--- src/verilog/pfh_consts.svh ---
`ifndef PFH_CONSTS_SVH
`define PFH_CONSTS_SVH

// Clock period in ns
`define PFH_CLK_NS 40
// Strobe low time (host side, well above the glitch filter)
`define PFH_STROBE_NS 80
`define PFH_STROBE_CYC ((`PFH_STROBE_NS + `PFH_CLK_NS - 1) / `PFH_CLK_NS)
// Setup from address to falling strobe, and hold after rising
`define PFH_SETUP_NS 40
`define PFH_SETUP_CYC ((`PFH_SETUP_NS + `PFH_CLK_NS - 1) / `PFH_CLK_NS)
// Reset pulse minimum and recovery time
`define PFH_RST_PULSE_NS 500
`define PFH_RST_PULSE_CYC ((`PFH_RST_PULSE_NS + `PFH_CLK_NS - 1) / `PFH_CLK_NS)
`define PFH_RST_RECOV_NS 50
`define PFH_RST_RECOV_CYC ((`PFH_RST_RECOV_NS + `PFH_CLK_NS - 1) / `PFH_CLK_NS)
// Signature address bits
`define PFH_SIG_A0 0
`define PFH_SIG_A1 1
`define PFH_ADDR_W 21
`define PFH_DATA_W 8

`endif

--- src/verilog/pfh_pkg.sv ---
package pfh_pkg;
  typedef enum logic [2:0] {
    PFH_OP_READ,
    PFH_OP_WRITE,
    PFH_OP_SIG_MFR,
    PFH_OP_SIG_DEV,
    PFH_OP_RESET
  } pfh_op_e;

  typedef struct packed {
    pfh_op_e op;
    logic unprotect;
    logic [20:0] addr;
    logic [7:0] data;
  } pfh_req_s;

  typedef struct packed {
    logic [20:0] addr;
    logic chip_sel_n;
    logic out_drive_n;
    logic write_strobe_n;
    logic reset_unprotect_n;
    logic reset_high_level;
    logic a9_high_level;
    logic [7:0] data_out;
    logic data_oe_n;
  } pfh_pins_s;
endpackage
--- src/verilog/pfh_host.sv ---
`timescale 1ns/1ps
`include "pfh_consts.svh"

// Summary of operation
// - Read: address, chip select and output drive low, write strobe high.
// - Output drive stays high for the whole bus write.
// - Reset: hold reset pin low at least the minimum, wait recovery.
// - After reset no bus cycle until ready/busy is released high.
module pfh_host #(
  parameter int STROBE_CYC = `PFH_STROBE_CYC,
  parameter int SETUP_CYC = `PFH_SETUP_CYC,
  parameter int RST_PULSE_CYC = `PFH_RST_PULSE_CYC,
  parameter int RST_RECOV_CYC = `PFH_RST_RECOV_CYC
) (
  input wire logic clk_sys,
  input wire logic arst_n,
  input wire logic clk_en,
  input wire logic req_valid,
  output logic req_ready,
  input wire pfh_pkg::pfh_req_s req,
  output logic rsp_valid,
  output logic [7:0] rsp_data,
  output pfh_pkg::pfh_pins_s pins,
  input wire logic [7:0] byte_data_lines_in,
  input wire logic busy_flag_n
);

  // ----------------------------------------------------------------
  // State
  // ----------------------------------------------------------------
  typedef enum {
    ST_IDLE, ST_SETUP, ST_STROBE, ST_HOLD, ST_RST_LOW, ST_RST_RECOV, ST_WAIT_READY
  } pfh_state_e;

  pfh_state_e state;
  pfh_pkg::pfh_req_s cur;
  logic [15:0] cnt;
  logic is_write;

  logic take;

  function automatic logic [15:0] cyc(input int n);
    cyc = 16'(n - 1);
  endfunction

  // Signature reads raise the A9 qualifier and steer A0/A1
  function automatic logic is_sig(input pfh_pkg::pfh_op_e op);
    is_sig = (op == pfh_pkg::PFH_OP_SIG_MFR) || (op == pfh_pkg::PFH_OP_SIG_DEV);
  endfunction

  assign is_write = (cur.op == pfh_pkg::PFH_OP_WRITE);
  // Ready/busy low from any device on the shared line blocks new cycles
  assign req_ready = (state == ST_IDLE) && busy_flag_n;
  assign take = (state == ST_IDLE) && req_valid && req_ready;

  // ----------------------------------------------------------------
  // Limits
  // ----------------------------------------------------------------
  // Supply lockout cannot be sensed here; a lost write only shows on
  // read-back, so software should verify after power events.
  // Automatic standby needs no action: strobes sit high between cycles.
  // Address width covers 32 blocks of 64 Kbyte.

  // ----------------------------------------------------------------
  // Sequencer
  // ----------------------------------------------------------------
  always_ff @(posedge clk_sys or negedge arst_n) begin
    if (!arst_n) begin
      state <= ST_IDLE;
      cnt <= 16'h0000;
      cur <= '0;
    end else if (clk_en) begin
      unique case (state)
        ST_IDLE: begin
          if (take) begin
            cur <= req;
            if (req.op == pfh_pkg::PFH_OP_RESET) begin
              state <= ST_RST_LOW;
              cnt <= cyc(RST_PULSE_CYC);
            end else begin
              state <= ST_SETUP;
              cnt <= cyc(SETUP_CYC);
            end
          end
        end
        ST_SETUP: begin
          if (cnt == 16'h0000) begin
            state <= ST_STROBE;
            cnt <= cyc(STROBE_CYC);
          end else begin
            cnt <= cnt - 16'h0001;
          end
        end
        ST_STROBE: begin
          if (cnt == 16'h0000) begin
            state <= ST_HOLD;
            cnt <= cyc(SETUP_CYC);
          end else begin
            cnt <= cnt - 16'h0001;
          end
        end
        ST_HOLD: begin
          if (cnt == 16'h0000) begin
            state <= ST_IDLE;
          end else begin
            cnt <= cnt - 16'h0001;
          end
        end
        ST_RST_LOW: begin
          if (cnt == 16'h0000) begin
            state <= ST_RST_RECOV;
            cnt <= cyc(RST_RECOV_CYC);
          end else begin
            cnt <= cnt - 16'h0001;
          end
        end
        ST_RST_RECOV: begin
          if (cnt == 16'h0000) begin
            state <= ST_WAIT_READY;
          end else begin
            cnt <= cnt - 16'h0001;
          end
        end
        ST_WAIT_READY: begin
          // Device holds ready/busy low until it can enter read mode
          if (busy_flag_n) begin
            state <= ST_IDLE;
          end
        end
      endcase
    end
  end

  // ----------------------------------------------------------------
  // Pin drive
  // ----------------------------------------------------------------
  always_ff @(posedge clk_sys or negedge arst_n) begin
    if (!arst_n) begin
      pins.addr <= '0;
      pins.chip_sel_n <= 1'b1;
      pins.out_drive_n <= 1'b1;
      pins.write_strobe_n <= 1'b1;
      pins.reset_unprotect_n <= 1'b1;
      pins.reset_high_level <= 1'b0;
      pins.a9_high_level <= 1'b0;
      pins.data_out <= 8'h00;
      pins.data_oe_n <= 1'b1;
    end else if (clk_en) begin
      pins.reset_unprotect_n <= !(take && req.op == pfh_pkg::PFH_OP_RESET)
                                && state != ST_RST_LOW;
      if (take && req.op != pfh_pkg::PFH_OP_RESET) begin
        pins.addr <= req.addr;
        // Signature reads force A1 low and choose A0, other bits don't care
        if (is_sig(req.op)) begin
          pins.addr[`PFH_SIG_A1] <= 1'b0;
          pins.addr[`PFH_SIG_A0] <= (req.op == pfh_pkg::PFH_OP_SIG_DEV);
        end
        pins.a9_high_level <= is_sig(req.op);
        // Unprotect qualifier for program/erase to protected groups
        pins.reset_high_level <= req.unprotect;
        pins.data_out <= req.data;
        pins.data_oe_n <= (req.op != pfh_pkg::PFH_OP_WRITE);
        pins.chip_sel_n <= 1'b0;
        pins.out_drive_n <= 1'b1;
      end
      if (state == ST_SETUP && cnt == 16'h0000) begin
        if (is_write) begin
          pins.write_strobe_n <= 1'b0;
        end else begin
          pins.out_drive_n <= 1'b0;
        end
      end
      if (state == ST_STROBE && cnt == 16'h0000) begin
        pins.write_strobe_n <= 1'b1;
        pins.out_drive_n <= 1'b1;
      end
      if (state == ST_HOLD && cnt == 16'h0000) begin
        pins.chip_sel_n <= 1'b1;
        pins.data_oe_n <= 1'b1;
        pins.a9_high_level <= 1'b0;
        pins.reset_high_level <= 1'b0;
      end
    end
  end

  // ----------------------------------------------------------------
  // Read capture
  // ----------------------------------------------------------------
  always_ff @(posedge clk_sys or negedge arst_n) begin
    if (!arst_n) begin
      rsp_valid <= 1'b0;
      rsp_data <= 8'h00;
    end else if (clk_en) begin
      rsp_valid <= 1'b0;
      // Sample at the end of the strobe window, when access time has passed
      if (state == ST_STROBE && cnt == 16'h0000 && !is_write) begin
        rsp_data <= byte_data_lines_in;
        rsp_valid <= 1'b1;
      end
    end
  end

endmodule

--- config.mk ---
export PLATFORM = sky130hd
export DESIGN_NAME = pfh_host
export DESIGN_NICKNAME = d
export VERILOG_FILES = /design/src/verilog/pfh_pkg.sv /design/src/verilog/pfh_host.sv
export VERILOG_INCLUDE_DIRS = /design/src /design/src/verilog
export SDC_FILE = /design/constraint.sdc
export NUM_CORES = 1
export LEC_CHECK = 0
export BUFFER_PORTS_ARGS = -buffer_cell sky130_fd_sc_hd__buf_2
export CAP_MARGIN = 20
export CORE_AREA = 3 3 105 132
export DETAILED_ROUTE_END_ITERATION = 6
export DIE_AREA = 0 0 108 135
export PLACE_DENSITY = 0.51
export SYNTH_ARGS = -nofsm -noshare
export SYNTH_HDL_FRONTEND = slang
export SYNTH_SLANG_ARGS = --single-unit
--- constraint.sdc ---
create_clock -name clk_sys -period 3 [get_ports clk_sys]
set_input_delay 0.3 -clock clk_sys [delete_from_list [all_inputs] [get_ports clk_sys]]
set_output_delay 0.3 -clock clk_sys [all_outputs]
set_load 0.05 [all_outputs]
Word-level counts from Yosys, hierarchy flattened. Index checks and enable logic that the tools add are counted.

Register bits: 96. Word-level logic and storage cells: 94.

Add/subtract/negate cells: 1. Equal/unequal tests: 24. Multiplexer cells: 26. Reduce and logical (&&, ||, !) cells: 29.

Operators by type and width (count): 32-bit two-way mux (7); 32-bit one-hot mux with 7 select lines (1); 32-bit by 3-bit == test with 1-bit output (second input constant) (5); 32-bit by 2-bit == test with 1-bit output (second input constant) (3); 32-bit zero test (2); 16-bit two-way mux (4); 16-bit one-hot mux with 4 select lines (1); 32-bit by 1-bit == test with 1-bit output (second input constant) (1); 32-bit by 4-bit != test with 1-bit output (second input constant) (1); 16-bit zero test (1); 2-bit != test (second input constant) (8); 16-bit by 1-bit subtractor with 16-bit output (second input constant) (1); 11-bit two-way mux (1); 1-bit logical AND (10); 2-bit two-way mux (5); 8-bit AND reduction (1); 3-bit by 2-bit == test with 1-bit output (second input constant) (2); 2-bit AND reduction (3); 3-bit AND reduction (2); 2-bit nonzero test (3); 1-bit two-way mux (5); 4-bit two-way mux (1); 4-bit AND reduction (1); 4-bit nonzero test (1); other kinds (8) (10).

Logic depth before layout (Yosys ltp).
Depth in word-level cells: 8. Gate-level depth with buffers: 8. Mapped depth without buffers: 7.

Least setup slack after synthesis. OpenSTA, ideal clock, no wires.

Path type: reg2reg. Start point: register state[1]. End point: register pins[28] (netlist name). Setup time: 0.125 ns. Arrival: 3.343 ns. Slack: -0.468 ns. Stages on the path, launching flop included: 6. Cells stage by stage: dfrtp_1 -> nor4b_1 -> and3_1 -> nand2_1 -> clkbuf_1 -> mux2_2.

Cells in the longest elaborated chain, start to end: 5. Elaborated cells between the ends (all ways): 6.

RTL lines: start: declaration (line pfh_host.sv:35) `pfh_state_e state;`; start signal: assignment (line pfh_host.sv:69) `state <= ST_IDLE;`; start signal: assignment (line pfh_host.sv:78) `state <= ST_RST_LOW;`; start signal: assignment (line pfh_host.sv:81) `state <= ST_SETUP;`; 32-bit zero test (line pfh_host.sv:53) `assign req_ready = (state == ST_IDLE) && busy_flag_n;`; 1-bit logical AND (line pfh_host.sv:53); named net req_ready (line pfh_host.sv:19) `output logic req_ready,`; 1-bit logical AND (line pfh_host.sv:54) `assign take = (state == ST_IDLE) && req_valid && req_ready;`; 1-bit logical AND (line pfh_host.sv:151) `if (take && req.op != pfh_pkg::PFH_OP_RESET) begin`; 2-bit AND reduction (no line); end: declaration (line pfh_host.sv:23) `output pfh_pkg::pfh_pins_s pins,`.

The timed path passes the listed nets, and every way through them passes these cells. A chain may end at the register's enable or synchronous reset.

Worst setup path after layout.
Start point: register cnt[5]. End point: register rsp_data[5].

Cells in the longest elaborated chain, start to end: 4.

RTL lines: start: declaration (line pfh_host.sv:37) `logic [15:0] cnt;`; start signal: assignment (line pfh_host.sv:79) `cnt <= cyc(RST_PULSE_CYC);`; start signal: assignment (line pfh_host.sv:82) `cnt <= cyc(SETUP_CYC);`; start signal: assignment (line pfh_host.sv:89) `cnt <= cyc(STROBE_CYC);`; 16-bit zero test (line pfh_host.sv:196) `if (state == ST_STROBE && cnt == 16'h0000 && !is_write) begin`; 1-bit logical AND (2 in series) (line pfh_host.sv:196); 2-bit AND reduction (no line); end signal: assignment (line pfh_host.sv:197) `rsp_data <= byte_data_lines_in;`; end: declaration (line pfh_host.sv:22) `output logic [7:0] rsp_data,`.

No other way between the ends.

==> results.md <==
* Die area at 14600 um2
* Pwr Density at 643 nW/um2
* Slew HR at 0.495
* P&R area growth vs syn at 29.5%
* CTS tree: yes
* Net Sw Frac at 0.312
* Mux cell area share after synthesis at 0.132
* Routed WL at 7550 um
* Post-Synth Adder-Cell Area at 0.00397
* DRT iter0 DRCs at 98
* ANT nets after route at 0
* Synth top area cells: dfrtp_1 (49%), mux2_2 (13%), dfstp_2 (4.2%)
* RSZ-0062 raised after global routing: false
* Slowest cell on the critical path: or4_4
* Post-synth EDFFs at 0
* Top cells by count, synth: dfrtp_1 (62), mux2_2 (36), nor2_1 (27)
* Vias in the first global route at approximately 2600
* Critical Path RT at between 3 and 4 ns
* Clock Power Share at 0.354
* Largest family of logic cells by synthesized area: simple AND/OR/NAND/NOR gates
* Switch Pwr at 0.000818 W
* Initial antenna violation count at 0
* IO Count at 92
* Clk pin slew, worst setup/hold paths at 0.05 ns
* Clock sink count at 67
* Initial Utilization at 0.248
* Vias per inst at about 4.6
* Crit Path Category: flip-flop to flip-flop
* Max-slew violation count at 0
* Setup TNS at 0 ns
* Gate Count Post-Synth at 279
* Seq/Total Area, Yosys at 0.534
* Global-route wire length before repair at 12800 um
* Layout cells sized above 1 at 0.413
* Failing checks: negative hold slack
* Synth Warn # at 0
* Worst vdd ir at 0.000241 V
* Setup crit start kind: flip-flop
* Synth Area in Simple Gates at 0.152
* Setup violations, final at 0
* CTS H-Tree Depth at 3
* Cell Rows at 46
* Netlist Area Pre-Place at 3150 um2
* Yosys top cell by area: dfrtp_1
* Worst hold-check path type: input port to asynchronous set/reset pin
* DRC viols at 0
* Slowest stage delay, CP at approximately 0.60 ns
* Status: finished, violations left
* Maxcap violations at 0
* DRT Pass-1 Iters at 4
* Pint at 0.00180 W
* Port buffer count at 91
* Comb pwr share at 0.197
* Top-area cell type share of the netlist area at 0.492
* Clock network latency to the later pin of the worst-skew pair at 0.32 ns
* Synth Flop Type: dfrtp_1
* Crit path cell chain: or4_4 -> nor4b_4 -> nand4_2 -> nor2_4 -> mux2_2
* Cell variety after synth at approximately 50
* Post-DP HPWL at 5700 um
* Congestion Overflow GR at 0
* Post-synthesis register bit count at 67
* Tmin final at 2.46 ns
* CTS Hold Bufs at 0
* Final Wtd Congestion at 0.770
* Total number of vias at between 2000 and 3000
* Async S/R FF share, synth at 1.00
* Nature of the critical path endpoint: flip-flop
* Post-CTS setup buffers at 0
* CTS buffer count at 9
* WP data arrival at 2.66 ns
* Core Area at 12700 um2
* Fin. Hold Viols at 3
* Pin count of the biggest net entering global routing at 29
* Clk buf depth at 2
* CTS resizes at 0
* Synth Area in XOR/XNOR at 0.0278
* Total Routing Usage GR at 0.110
* Avg Inst Size Synth at 11.3 um2
* Most common cell in the netlist: dfrtp_1
* Sequential share of power at 0.449
* Worst-path maximum fanout at 9
* Worst slew pin tran at 0.755 ns
* Routed WL per cell at 13.8 um
* Horiz. Die Dim at 108 um
* Nets@finish at about 420
* Die Span Y at ~140 um
* Clk_skew at 0.00589 ns
* Fill cells at 1317
* Power Total at 0.00262 W
* Leakage at 2.05 nW
* Compound-Gate Fraction of Synth Area at 0.124
* Fmax at 407 MHz
* Mapped Nets at 326
* Final period util at 0.818
* Worst hold slack at -0.00127 ns
* Antenna cell count at 0
* CTS Root Cell: clkbuf_16
sequential cells by signal, indices dropped and copies added, names as in the netlist:
name,count
pins,36
cnt,16
rsp_data,8
cur,3
state,3
rsp_valid,1
worst paths after layout:
check                                     start                      end  slack (ns)  cells after the start
max                          cnt[5]$_DFFE_PN0P_  rsp_data[5]$_DFFE_PN0P_        0.54                      5
min                                      arst_n       cnt[0]$_DFFE_PN0P_      -0.001                      1
max reg2reg                  cnt[5]$_DFFE_PN0P_  rsp_data[5]$_DFFE_PN0P_        0.54                      5
min reg2reg                pins[14]$_DFFE_PN1P_     pins[14]$_DFFE_PN1P_        0.46                      2
max in group asynchronous                arst_n     pins[33]$_DFFE_PN0P_        2.24                      2
min in group clk_sys                    req[20]     pins[27]$_DFFE_PN0P_        0.21                      2
layout make-up:
| type | instances | area, um2 | share of cell area |
|---|---|---|---|
| flip-flops and latches | 67 | 1680 | 0.413 |
| multi-input cells | 191 | 1390 | 0.341 |
| repair buffers | 97 | 500 | 0.123 |
| clock buffers | 16 | 262 | 0.0641 |
| well taps | 168 | 210 | 0.0515 |
| inverters | 9 | 33.8 | 0.00828 |
power groups by stage:
stage	logic, W	clock network (W)	registers, W
final	0.000516	0.000929	0.00118
after floorplan	0.000334	0	0.00119
after CTS	0.000526	0.000964	0.00117
after global placement	0.000516	0	0.00118
after detailed placement	0.000521	0	0.00119
after global routing	0.000583	0.00100	0.00120
worst max-delay path: cells and delay by family, from the launching register on:
family           cells  cell delay (ns)
AND/OR/NAND/NOR      4             1.55
multiplexers         1             0.37
flip-flops           1             0.42
per-layer routing:
layer | global-route usage | vias up | routed length [um]
li1 | - | 1212 | -
met1 | 0.132 | 1250 | 3140
met2 | 0.189 | 51 | 4000
met3 | 0.0277 | 9 | 308
met4 | 0.0421 | 0 | 104
met5 | 0 | - | 0
placed cells by master, fill, tap and decap left out, types with 4 or more instances in the layout:
cell type | netlist | final
buf_2 | 4 | 91
nand2_1 | 18 | 18
xor2_1 | 9 | 9
nand3_1 | 8 | 8
nor3_1 | 5 | 5
o31ai_1 | 4 | 4
buf_4 | 0 | 6
clkbuf_16 | 0 | 9
dfrtp_1 | 62 | 62
o211ai_1 | 4 | 4
nor2_1 | 27 | 27
or4_1 | 4 | 4
a21oi_1 | 8 | 8
inv_1 | 9 | 9
o2111ai_1 | 4 | 4
o21ai_0 | 14 | 14
a31oi_1 | 4 | 4
mux2_2 | 36 | 36
dfstp_2 | 5 | 5
clkbuf_1 | 8 | 6
per-stage QoR:
| step | util | setup slack (ns) | std cells | hold slack (ns) | area, um2 |
|---|---|---|---|---|---|
| floorplan | - | 0.379 | 279 | 0.00441 | 3160 |
| global placement | 0.300 | 0.590 | 532 | 0.357 | 3820 |
| detailed placement | 0.300 | 0.534 | 532 | 0.372 | 3820 |
| CTS | 0.321 | 0.521 | 548 | 0.0230 | 4080 |
| global route | 0.321 | 0.354 | 548 | 0.0410 | 4080 |
| finish | 0.321 | 0.545 | 548 | -0.00127 | 4080 |
kinds of logic (layout without fill, tap and decap cells):
group                      after synthesis  in the layout
muxes                                   37             37
xor gates and xnor gates                10             10
buffers and inverters                   21            122
AOI/OAI and AO/OA                       56             56
DFF                                     67             67
adders and majority gates                1              1
and+or+nand+nor                         87             87
Power figures use the tool's default switching activity.
